### config.mk
export PLATFORM = sky130hd
export DESIGN_NAME = supply_fault_status_recovery
export DESIGN_NICKNAME = d
export VERILOG_FILES = /design/src/supply_fault_pkg.sv /design/src/supply_fault_status_recovery.sv
export VERILOG_INCLUDE_DIRS = /design/src
export SDC_FILE = /design/constraint.sdc
export NUM_CORES = 1
export LEC_CHECK = 0
export ABC_AREA = 1
export BUFFER_PORTS_ARGS = -buffer_cell sky130_fd_sc_hd__buf_2
export CAP_MARGIN = 10
export CORE_ASPECT_RATIO = 0.9
export CORE_MARGIN = 1.5
export CORE_UTILIZATION = 45
export CTS_CLUSTER_SIZE = 14
export DETAILED_ROUTE_END_ITERATION = 7
export PLACE_DENSITY_LB_ADDON = 0.05
export SYNTH_ARGS = -nofsm -noshare
export SYNTH_HDL_FRONTEND = slang
export SYNTH_SLANG_ARGS = --single-unit
### constraint.sdc
create_clock -name mclk_in -period 4.65 [get_ports mclk_in]
set_input_delay 0.6975 -clock mclk_in [delete_from_list [all_inputs] [get_ports mclk_in]]
set_output_delay 0.6975 -clock mclk_in [all_outputs]
set_load 0.05 [all_outputs]
### src/supply_fault_map.svh
// Addresses, reset values, protocol codes and timing figures of the supply fault status block
`ifndef SUPPLY_FAULT_MAP_SVH
`define SUPPLY_FAULT_MAP_SVH

// ----------------------------------------------------------------
// Register addresses and reset values
// ----------------------------------------------------------------
`define SUMMARY_STATUS_ADDR 8'h01
`define SUPPLY_STATUS_ADDR 8'h02
`define SUPPLY_STATUS_RESET 8'h00
`define READ_DATA_RESET 8'h00
`define TEST_FLAG_RESET 1'h0
`define RESET_FLAG_RESET 1'h1
`define INIT_FLAG_RESET 1'h1
`define SHADOW_FIRST_RESET 6'h00
`define SHADOW_THIRD_RESET 2'h0

// ----------------------------------------------------------------
// Protocol selection codes
// ----------------------------------------------------------------
`define PROTO_PSI5_A 3'h1
`define PROTO_PSI5_B 3'h5
`define PROTO_I2C_A 3'h6
`define PROTO_I2C_B 3'h7

// ----------------------------------------------------------------
// Timing
// ----------------------------------------------------------------
`define CLK_PERIOD_NS 10
`define TICK_PERIOD_NS 1000
`define RECOVERY_TIME_TICKS 16'h0064
`define DATA_VALID_DELAY_US 1000

`endif

### src/supply_fault_pkg.sv
// Types shared by the supply fault status block
package supply_fault_pkg;

	typedef struct packed
	{
		logic buffer_undervoltage_fault;
		logic bus_input_undervoltage_fault;
		logic buffer_overvoltage_fault;
		logic reserved;
		logic analog_regulator_fault;
		logic digital_regulator_fault;
		logic memory_regulator_fault;
		logic continuity_fault;
	} supply_fault_status_t;

	typedef struct packed
	{
		logic ch0_fault;
		logic ch1_fault;
		logic comm_fault;
		logic memtemp_fault;
		logic supply_fault;
		logic test_active_flag;
		logic reset_occurred_flag;
		logic init_in_progress_flag;
	} device_summary_status_t;

	typedef struct packed
	{
		logic request;
		logic reports_supply;
		logic reports_reset;
	} tx_event_t;

	typedef struct packed
	{
		logic valid;
		logic channel;
		logic is_third;
		logic [7:0] data;
	} cfg_write_t;

	typedef enum logic [1:0] {PROTO_DSI_SPI = 2'h0, PROTO_PSI5 = 2'h1, PROTO_I2C = 2'h2} proto_class_t;

	typedef enum logic [1:0] {RCV_IDLE = 2'h0, RCV_HOLD = 2'h1, RCV_COUNT = 2'h3, RCV_REPORT = 2'h2} recovery_state_t;

endpackage

### src/supply_fault_status_recovery.sv
// Supply fault status, shared recovery timer and device summary flags
//
// Function
// - Summary supply bit is the OR of all seven supply fault bits.
// - Any supply fault present reloads the single shared recovery timer.
// - Without faults the timer counts down once per tick and stops at zero.
// - DSI3/SPI, autoclear off: silent while timer runs, then one error-code response.
// - DSI3/SPI, autoclear off: supply read or reporting transmission clears, only at zero.
// - PSI5: transmissions suppressed while timer runs; auto-clear at zero, then resume.
// - DSI3/SPI, autoclear on: suppressed while timer runs; auto-clear at zero.
// - I2C, autoclear off: no response until expiry; supply read then clears.
// - Test flag follows test mode; cleared only by test operation or power cycle.
// - Reset flag set by reset; cleared by summary read or reporting transmission.
// - Init flag set by reset or change of config first[7:2] or third[1:0].
// - Init flag clears after the data valid delay elapses.
// - Buffer undervoltage monitor sets its bit; cleared by supply policy.
// - Bus input undervoltage sets its bit and reloads the timer.
// - Buffer overvoltage monitor sets its bit; cleared by supply policy.
// - Analog regulator fault sets its bit and acts as supply fault.
// - Digital regulator fault sets its bit and acts as supply fault.
// - Continuity break sets its bit and reloads the timer.
// - Memory regulator fault sets its bit and joins the summary.
`include "supply_fault_map.svh"
`timescale 1ns/1ns
`default_nettype none

module supply_fault_status_recovery
	import supply_fault_pkg::*;
#(
	parameter logic [15:0] RECOVERY_TICKS = `RECOVERY_TIME_TICKS,
	parameter logic [9:0] TICK_CYCLES = 10'(`TICK_PERIOD_NS / `CLK_PERIOD_NS),
	parameter logic [23:0] DATA_VALID_CYCLES = 24'(`DATA_VALID_DELAY_US * 1000 / `CLK_PERIOD_NS)
)
(
	input wire logic mclk_in,
	input wire logic reset_in,
	input wire logic clk_en_in,
	input wire logic [6:0] supply_monitor_in,
	input wire logic [2:0] protocol_select_in,
	input wire logic supply_autoclear_select_in,
	input wire logic test_enter_in,
	input wire logic test_exit_in,
	input wire logic [3:0] other_faults_in,
	input wire logic reg_rd_en_in,
	input wire logic [7:0] reg_addr_in,
	input wire tx_event_t tx_event_in,
	input wire cfg_write_t cfg_write_in,
	output logic [7:0] reg_rd_data_out,
	output logic reg_rd_valid_out,
	output logic tx_allow_out,
	output logic tx_error_code_out,
	output logic supply_fault_out,
	output logic timer_zero_out,
	output device_summary_status_t device_summary_status_out,
	output supply_fault_status_t supply_fault_status_out
);

	// ----------------------------------------------------------------
	// Helpers
	// ----------------------------------------------------------------
	function automatic proto_class_t proto_class(input logic [2:0] sel);
		if (sel == `PROTO_PSI5_A || sel == `PROTO_PSI5_B)
			return PROTO_PSI5;
		else if (sel == `PROTO_I2C_A || sel == `PROTO_I2C_B)
			return PROTO_I2C;
		else
			return PROTO_DSI_SPI;
	endfunction

	function automatic logic is_read(input logic en, input logic [7:0] addr, input logic [7:0] target);
		return en && (addr == target);
	endfunction

	// ----------------------------------------------------------------
	// Monitor synchronisers
	// ----------------------------------------------------------------
	// Monitor levels are asynchronous; nothing but the second stage reads the first
	logic [6:0] mon_meta;
	logic [6:0] mon_sync;

	always_ff @(posedge mclk_in)
	begin
		if (reset_in)
		begin
			mon_meta <= '0;
			mon_sync <= '0;
		end
		else if (clk_en_in)
		begin
			mon_meta <= supply_monitor_in;
			mon_sync <= mon_meta;
		end
	end

	// ----------------------------------------------------------------
	// Supply faults and recovery timer
	// ----------------------------------------------------------------
	supply_fault_status_t status;
	supply_fault_status_t next_status;
	supply_fault_status_t live;
	recovery_state_t rcv_state;
	recovery_state_t next_rcv_state;
	logic [15:0] timer;
	logic [15:0] next_timer;
	logic [9:0] prescale;
	logic [9:0] next_prescale;
	logic err_pending;
	logic next_err_pending;
	logic fault_live;
	logic tick;
	logic timer_zero;
	logic auto_clear;
	logic host_clear;
	logic do_clear;
	proto_class_t pclass;

	always_comb
	begin
		live = supply_fault_status_t'({mon_sync[6:4], 1'h0, mon_sync[3:0]});
		fault_live = |mon_sync;
		pclass = proto_class(protocol_select_in);
		// Prescaler free-runs, so the first count after a fault may come up to one tick early
		tick = (prescale == '0);
		timer_zero = (timer == '0);
		next_prescale = tick ? TICK_CYCLES - 10'h001 : prescale - 10'h001;

		// A live fault keeps the timer pinned at the reload value
		if (fault_live)
			next_timer = RECOVERY_TICKS;
		else if (tick && !timer_zero)
			next_timer = timer - 16'h0001;
		else
			next_timer = timer;

		// I2C with autoclear set follows the other autoclear modes
		auto_clear = (pclass == PROTO_PSI5) || supply_autoclear_select_in;
		// Host clears are ignored while the timer runs or a monitor still reports
		host_clear = is_read(reg_rd_en_in, reg_addr_in, `SUPPLY_STATUS_ADDR)
			|| (pclass == PROTO_DSI_SPI && tx_event_in.request && tx_event_in.reports_supply);
		do_clear = timer_zero && !fault_live && (auto_clear || host_clear);

		// Set wins over clear: a fault seen in the clearing cycle stays latched
		next_status = do_clear ? supply_fault_status_t'(`SUPPLY_STATUS_RESET) : status;
		next_status = next_status | live;

		next_rcv_state = rcv_state;
		case (rcv_state)
			RCV_IDLE:
				if (fault_live)
					next_rcv_state = RCV_HOLD;
			RCV_HOLD:
				if (!fault_live)
					next_rcv_state = RCV_COUNT;
			RCV_COUNT:
				if (fault_live)
					next_rcv_state = RCV_HOLD;
				else if (next_timer == '0)
					next_rcv_state = RCV_REPORT;
			RCV_REPORT:
				if (fault_live)
					next_rcv_state = RCV_HOLD;
				else if (next_status == supply_fault_status_t'(`SUPPLY_STATUS_RESET))
					next_rcv_state = RCV_IDLE;
			default:
				next_rcv_state = RCV_IDLE;
		endcase

		// In DSI3/SPI with autoclear off, one response carries the error code once the timer has expired
		next_err_pending = err_pending;
		if (fault_live)
			next_err_pending = 1'h0;
		else if (rcv_state == RCV_COUNT && next_rcv_state == RCV_REPORT)
			next_err_pending = (pclass == PROTO_DSI_SPI) && !supply_autoclear_select_in;
		else if (tx_event_in.request && timer_zero)
			next_err_pending = 1'h0;
	end

	always_ff @(posedge mclk_in)
	begin
		if (reset_in)
		begin
			status <= supply_fault_status_t'(`SUPPLY_STATUS_RESET);
			rcv_state <= RCV_IDLE;
			timer <= '0;
			prescale <= '0;
			err_pending <= 1'h0;
		end
		else if (clk_en_in)
		begin
			status <= next_status;
			rcv_state <= next_rcv_state;
			timer <= next_timer;
			prescale <= next_prescale;
			err_pending <= next_err_pending;
		end
	end

	// ----------------------------------------------------------------
	// Summary flags and configuration shadows
	// ----------------------------------------------------------------
	logic test_flag;
	logic next_test_flag;
	logic reset_flag;
	logic next_reset_flag;
	logic init_flag;
	logic next_init_flag;
	logic [23:0] init_count;
	logic [23:0] next_init_count;
	logic [5:0] shadow_first [2];
	logic [5:0] next_shadow_first [2];
	logic [1:0] shadow_third [2];
	logic [1:0] next_shadow_third [2];
	logic cfg_changed;

	// Shadows keep only the bits whose change restarts initialisation
	always_comb
	begin
		next_shadow_first = shadow_first;
		next_shadow_third = shadow_third;
		cfg_changed = 1'h0;
		if (cfg_write_in.valid)
		begin
			if (cfg_write_in.is_third)
			begin
				cfg_changed = cfg_write_in.data[1:0] != shadow_third[cfg_write_in.channel];
				next_shadow_third[cfg_write_in.channel] = cfg_write_in.data[1:0];
			end
			else
			begin
				cfg_changed = cfg_write_in.data[7:2] != shadow_first[cfg_write_in.channel];
				next_shadow_first[cfg_write_in.channel] = cfg_write_in.data[7:2];
			end
		end

		// Register reads never touch the test flag
		next_test_flag = test_flag;
		if (test_exit_in)
			next_test_flag = 1'h0;
		if (test_enter_in)
			next_test_flag = 1'h1;

		next_reset_flag = reset_flag;
		if (is_read(reg_rd_en_in, reg_addr_in, `SUMMARY_STATUS_ADDR)
			|| (tx_event_in.request && tx_event_in.reports_reset))
			next_reset_flag = 1'h0;

		// Filters with slow step response may still be settling when this clears
		next_init_flag = init_flag;
		next_init_count = init_count;
		if (cfg_changed)
		begin
			next_init_flag = 1'h1;
			next_init_count = DATA_VALID_CYCLES;
		end
		else if (init_flag)
		begin
			if (init_count == '0)
				next_init_flag = 1'h0;
			else
				next_init_count = init_count - 24'h00_0001;
		end
	end

	always_ff @(posedge mclk_in)
	begin
		if (reset_in)
		begin
			test_flag <= `TEST_FLAG_RESET;
			reset_flag <= `RESET_FLAG_RESET;
			init_flag <= `INIT_FLAG_RESET;
			init_count <= DATA_VALID_CYCLES;
			shadow_first <= '{`SHADOW_FIRST_RESET, `SHADOW_FIRST_RESET};
			shadow_third <= '{`SHADOW_THIRD_RESET, `SHADOW_THIRD_RESET};
		end
		else if (clk_en_in)
		begin
			test_flag <= next_test_flag;
			reset_flag <= next_reset_flag;
			init_flag <= next_init_flag;
			init_count <= next_init_count;
			shadow_first <= next_shadow_first;
			shadow_third <= next_shadow_third;
		end
	end

	// ----------------------------------------------------------------
	// Read port and registered outputs
	// ----------------------------------------------------------------
	device_summary_status_t summary_now;
	device_summary_status_t next_summary;
	logic [7:0] next_rd_data;
	logic next_rd_valid;

	always_comb
	begin
		// Upper summary bits come from blocks outside this one and pass straight through
		summary_now = {other_faults_in, |status, test_flag, reset_flag, init_flag};
		next_summary = {other_faults_in, |next_status, next_test_flag, next_reset_flag, next_init_flag};
		next_rd_valid = reg_rd_en_in;
		next_rd_data = reg_rd_data_out;
		// Reads return the value before any clear that the read itself causes
		if (reg_rd_en_in)
		begin
			case (reg_addr_in)
				`SUMMARY_STATUS_ADDR:
					next_rd_data = summary_now;
				`SUPPLY_STATUS_ADDR:
					next_rd_data = status;
				// Unmapped addresses read zero rather than flag an error
				default:
					next_rd_data = `READ_DATA_RESET;
			endcase
		end
	end

	always_ff @(posedge mclk_in)
	begin
		if (reset_in)
		begin
			reg_rd_data_out <= `READ_DATA_RESET;
			reg_rd_valid_out <= 1'h0;
			tx_allow_out <= 1'h1;
			tx_error_code_out <= 1'h0;
			supply_fault_out <= 1'h0;
			timer_zero_out <= 1'h1;
			device_summary_status_out <= {4'h0, 1'h0, `TEST_FLAG_RESET, `RESET_FLAG_RESET, `INIT_FLAG_RESET};
			supply_fault_status_out <= supply_fault_status_t'(`SUPPLY_STATUS_RESET);
		end
		else if (clk_en_in)
		begin
			reg_rd_data_out <= next_rd_data;
			reg_rd_valid_out <= next_rd_valid;
			tx_allow_out <= (next_timer == '0);
			tx_error_code_out <= next_err_pending;
			supply_fault_out <= |next_status;
			timer_zero_out <= (next_timer == '0);
			device_summary_status_out <= next_summary;
			supply_fault_status_out <= next_status;
		end
	end

endmodule
`default_nettype wire

==> results of run 1 <==
==> sequential cells by signal (all words and copies together), names as in the netlist <==
register / count
supply_fault_status_out: 8
prescale: 10
mon_meta: 7
reg_rd_valid_out: 1
device_summary_status_out: 8
mon_sync: 7
reg_rd_data_out: 8
init_count: 24
timer: 16
timer_zero_out: 1
shadow_first: 12
shadow_third: 4
rcv_state: 2
tx_error_code_out: 1
==> path summary, 6_finish.rpt <==
path                                      start  cells past startpoint              end
worst max-delay path              init_count[0]                     12   init_count[23]
worst max register to register    init_count[0]                     12   init_count[23]
worst min-delay path            shadow_first[0]                      2  shadow_first[0]
worst min register to register  shadow_first[0]                      2  shadow_first[0]
==> final cells by class <==
| type | instances | area, um2 | area share |
|---|---|---|---|
| Sequential cell | 109 | 2180 | 0.336 |
| Clock inverter | 7 | 58.8 | 0.00906 |
| Clock buffer | 9 | 225 | 0.0347 |
| Timing Repair Buffer | 75 | 385 | 0.0594 |
| Tap cell | 164 | 205 | 0.0316 |
| Multi-Input combinational cell | 667 | 3160 | 0.487 |
| Inverter | 72 | 270 | 0.0416 |
==> through the flow <==
step	instance area [um2]	utilization	power (uW)	std cells	setup WS, ps
final	6490	0.514	2350	1103	1610
after global routing	6490	0.514	2500	1103	1230
after CTS	6490	0.514	2380	1103	1620
after detailed placement	6210	0.491	1620	1087	1420
after global placement	6210	0.491	1610	1087	1530
after floorplan	5790	-	1500	883	2320
==> cells in the final DEF, fill, tap and decap left out, types with 3 or more instances in the layout <==
cell         n
nand2_1    232
nor2_1     148
dfxtp_1    109
buf_2       71
o21ai_0     68
a21oi_1     67
inv_1       60
nand3_1     47
xor2_1      23
nand3b_1    15
nor3_1       9
clkbuf_16    9
inv_2        8
nor4_1       7
o211ai_1     7
a31oi_1      7
ha_1         5
clkinv_1     4
nand4_1      4
buf_4        4
nand2_2      3
nor2_4       3
xnor2_1      3
and3_1       3
clkinv_4     3
==> layer usage <==
layer | global-route usage | vias to the layer above | routed length [um]
met5 | 0 | - | 11
met1 | 0.289 | 2612 | 6900
met3 | 0.0444 | 15 | 722
li1 | - | 2957 | -
met4 | 0.0574 | 2 | 162
met2 | 0.355 | 134 | 6300
==> report_power, final <==
| group | switching, uW | total (uW) | internal [uW] |
|---|---|---|---|
| Combinational | 381 | 552 | 172 |
| Sequential | 55.7 | 1050 | 995 |
| Clock | 378 | 749 | 372 |
==> worst max-delay path, stage by stage (launching register included) <==
cell and delay, ps:
dfxtp_1 330, inv_1 130, ha_1 240, nand2_1 100, inv_2 100, nand2_1 60
inv_2 110, nand4_1 100, o311ai_1 400, nand2_1 650, inv_2 490, nand2_1 90
a21oi_1 150
==> cells in the mapped netlist (all sizes together) <==
master	instances	area share
clkinv	4	0.0026
nor2b	1	0.0024
nand3	48	0.042
or2	1	0.0011
a22o	1	0.0015
nor3b	1	0.0013
xor2	23	0.035
and3	3	0.0032
nor4	7	0.0076
o211ai	7	0.0091
o21ai	70	0.061
dfxtp	109	0.38
inv	68	0.044
o311ai	1	0.0015
nand4	4	0.0043
nor2	153	0.10
nor3	9	0.0078
and2	1	0.0011
mux2i	1	0.0017
ha	5	0.011
xnor2	3	0.0045
clkbuf	21	0.014
nand3b	16	0.023
a21oi	68	0.059
nand2	236	0.16
a31oi	7	0.0076
buf	14	0.017
o31ai	1	0.0013
==> kinds of logic after synthesis <==
family / Yosys count / synth area share
simple gates: 480 / 0.354
compound gates: 155 / 0.141
flops: 109 / 0.377
buf+inv: 107 / 0.0769
xor+xnor: 26 / 0.0393
fa+ha+maj: 5 / 0.0108
mux: 1 / 0.00173
==> metrics.txt, run 1 <==
post-layout minimum cycle time 3040 ps; CTS max path bufs 2; DRT Wirelength 14100 um; via count 5720; core area 12600 um2; worst skew pair latency 360 ps; filler instances 1325; vias in the first global route 5243; Seq cells post-synth 109; routability-driven placement congestion ratio 0.947; Synth cell types 40; clock transition at the registers of the reported paths 80 ps; CP Launch Type register; Resized cells post-CTS 0; RSZ-0062 raised after global routing false; TritonCTS sink count 109; largest net degree at the start of global routing 49; FF-to-FF setup slack 1610 ps; DR pass1 iterations 5; share of cells above drive strength 1 0.119; sequential area share after synthesis 0.377; pwr dens 362 nW/um2; Final setup viols 0; Max rail drop VDD 192 uV; first-pass GRT wire length 24100 um; Boundary Pins 72; # hold bufs at CTS 0; Layout Nets 982; actual slew at the worst max-slew pin 918 ps; H-tree depth 3; antenna cell count 0; Syn. warnings 0; DIE HEIGHT 111 um; FP Rows 39; Slew Viols, Final 0; initial antenna violation count 1; Mapped Cells 883; Max-Cap Viols 0; # port buffers 71; crit path kind register to register; fmax 329 MHz; CP max FO 30; Syn Std Cell Area 5790 um2; HP Class register to register; CTS tree done; Lkg Pwr 0.00293 uW; required time worst endpoint 4940 ps; total CTS buffers 9; Final HPWL DP 10100 um; CP arrival 3330 ps; drt wl/cell 12.8 um; syn avg cell area 6.56 um2; antenna viol nets, final 0; GR Util All Layers 0.217; worst-case clock skew 9.71 ps; Area Overhead vs Synth 12.1%; Vias/cell 5.19; Overflow after GRT 0; crit share post-route 0.654; setup TNS 0 ps; postcts setup bufs 0; DIE WIDTH 123 um; Max-slew headroom 0.387; Starting Density 0.458; Die ar. 13600 um2; syn nets 931; Final Hold Fails 0; Crit. End Element register; DR DRC count 0; 1st-iter DRT viols 309; root buffer cell clkbuf_16; hold slack 453 ps; status completed
(Power assumes the default switching activity.)
==> inputs of run 2 (changes only) <==
==> constraint.sdc (replaced) <==
create_clock -name mclk_in -period 3.1 [get_ports mclk_in]
set_input_delay 0.465 -clock mclk_in [delete_from_list [all_inputs] [get_ports mclk_in]]
set_output_delay 0.465 -clock mclk_in [all_outputs]
set_load 0.05 [all_outputs]
==> metrics.txt, run 2 (same netlist as run 1, synthesis figures left out) <==
status completed; fmax 406 MHz (+23%); worst hold path endpoint mon_meta[1]; share of cells above drive strength 1 0.122 (+0.00280); crit path kind register to register; met2 usage 0.360 (+0.00447); HP Class input port to register; Max rail drop VDD 343 uV (+79%); pwr dens 556 nW/um2 (+54%); Boundary Pins 72 (unchanged); Overflow after GRT 0 (unchanged); Max-slew headroom 0.437 (+0.0506); Max-Cap Viols 0 (unchanged); # hold bufs at CTS 0 (unchanged); # placed instances 1090 (+0.28%); CTS max path bufs 2 (unchanged); Post-Layout Cell Count 1106 (+0.27%); Reg2Reg Launch Point init_count[0]; root buffer cell clkbuf_16; CTS tree done; clock transition at the registers of the reported paths 80 ps (about the same); max FFs per register 24 (unchanged); r2r endpoint init_count[22]; CP Launch Type register; first-pass GRT wire length 24500 um (+1.8%); Resized cells post-CTS 0 (unchanged); commonest non-fill, non-tap cells in the layout 232 x nand2_1, 148 x nor2_1, 109 x dfxtp_1; largest net degree at the start of global routing 64 (+31%); RSZ-0062 raised after global routing false; Vias/cell 5.18 (-0.15%); DR DRC count 0 (unchanged); H-tree depth 3 (unchanged); CP max FO 16 (-47%); postcts setup bufs 0 (unchanged); antenna cell count 0 (unchanged); DIE HEIGHT 111 um (unchanged); Reg2Reg Depth 12 (unchanged); Design Area, Final 6560 um2 (+1.1%); Area Overhead vs Synth 13.3%; # port buffers 71 (unchanged); DRT Wirelength 14500 um (+3.1%); TritonCTS sink count 109 (unchanged); GR Util All Layers 0.222 (+0.00544); Lkg Pwr 0.00297 uW (+1.2%); DR pass1 iterations 4 (-1); Slew Viols, Final 0 (unchanged); initial antenna violation count 1 (unchanged); 1st-iter DRT viols 410 (+33%); setup TNS 0 ps (unchanged); min-delay src supply_monitor_in[1]; GR Util met3 0.0563 (+0.0119); hold-critical path depth 3 (+1); Layout Nets 985 (+0.31%); Placed Area 6240 um2 (+0.56%); actual slew at the worst max-slew pin 843 ps (-74.5 ps); Crit. End Element register; Starting Density 0.458 (unchanged); Die ar. 13600 um2 (unchanged); CP arrival 2750 ps (-580 ps); routing usage on met1 0.292 (+0.00360); vias in the first global route 5256 (+0.25%); worst skew pair latency 360 ps (about the same); biggest regs init_count: 24 flops, timer: 16 flops, shadow_first: 12 flops; Top reg by flops init_count; crit share post-route 0.795 (+0.141); routability-driven placement congestion ratio 0.941 (-0.66%); DIE WIDTH 123 um (unchanged); total CTS buffers 9 (unchanged); via count 5727 (+0.12%); hold slack 335 ps (-118 ps); Final HPWL DP 10300 um (+2.3%); Final setup viols 0 (unchanged); antenna viol nets, final 0 (unchanged); most common cell after layout, fill and taps aside nand2_1; worst-case clock skew 9.35 ps (-0.361 ps); most crowded layer after global routing met2; FF-to-FF setup slack 640 ps (-970 ps); drt wl/cell 13.1 um (+2.8%); core area 12600 um2 (unchanged); required time worst endpoint 3390 ps (-1550 ps); FP Rows 39 (unchanged); Final Hold Fails 0 (unchanged); post-layout minimum cycle time 2460 ps (-578 ps)
[run 2: worst max-delay path: stages, from the launching register on]
cell and delay, ps:
dfxtp_1 330, inv_1 130, ha_1 240, nand2_1 110, inv_2 90, nand2_1 60
inv_2 120, nand4_1 90, o311ai_1 380, nand2_1 290, inv_2 310, nand2_1 90
a21oi_1 150
[run 2: final cells by class]
type | count | area, um2
Timing Repair Buffer | 78 | 420
Clock inverter | 7 | 92.6
Sequential cell | 109 | 2180
Multi-Input combinational cell | 667 | 3160
Inverter | 72 | 270
Tap cell | 164 | 205
Fill cell | 1290 | 6080
Clock buffer | 9 | 225
[run 2: through the flow]
step                      setup slack (ps)  utilization  power (uW)
after floorplan                       1010            -        2250
after global placement                 549        0.494        2440
after detailed placement               533        0.494        2450
after CTS                              657        0.519        3690
after global routing                   235        0.519        3870
final                                  636        0.519        3650
[run 2: worst max path at each step]
stage	end	slack [ps]	cells after the start	start
floorplan	init_count[15]	1010	13	cfg_write_in[9]
global placement	init_count[5]	550	13	cfg_write_in[9]
detailed placement	init_count[5]	530	13	cfg_write_in[9]
CTS	tx_error_code_out	660	17	prescale[0]
global route	tx_error_code_out	230	19	prescale[0]
finish	init_count[22]	640	12	init_count[0]
[run 2: where the power goes]
group | switching [uW] | total [uW] | internal (uW)
clock | 578 | 1230 | 649
combinational | 576 | 845 | 269
sequential | 85.8 | 1580 | 1490
[run 2: per-layer routing]
metal,share of wire,up-vias
met5,0.00089,-
met4,0.0089,2
met3,0.059,10
met2,0.45,152
met1,0.48,2594
li1,-,2969
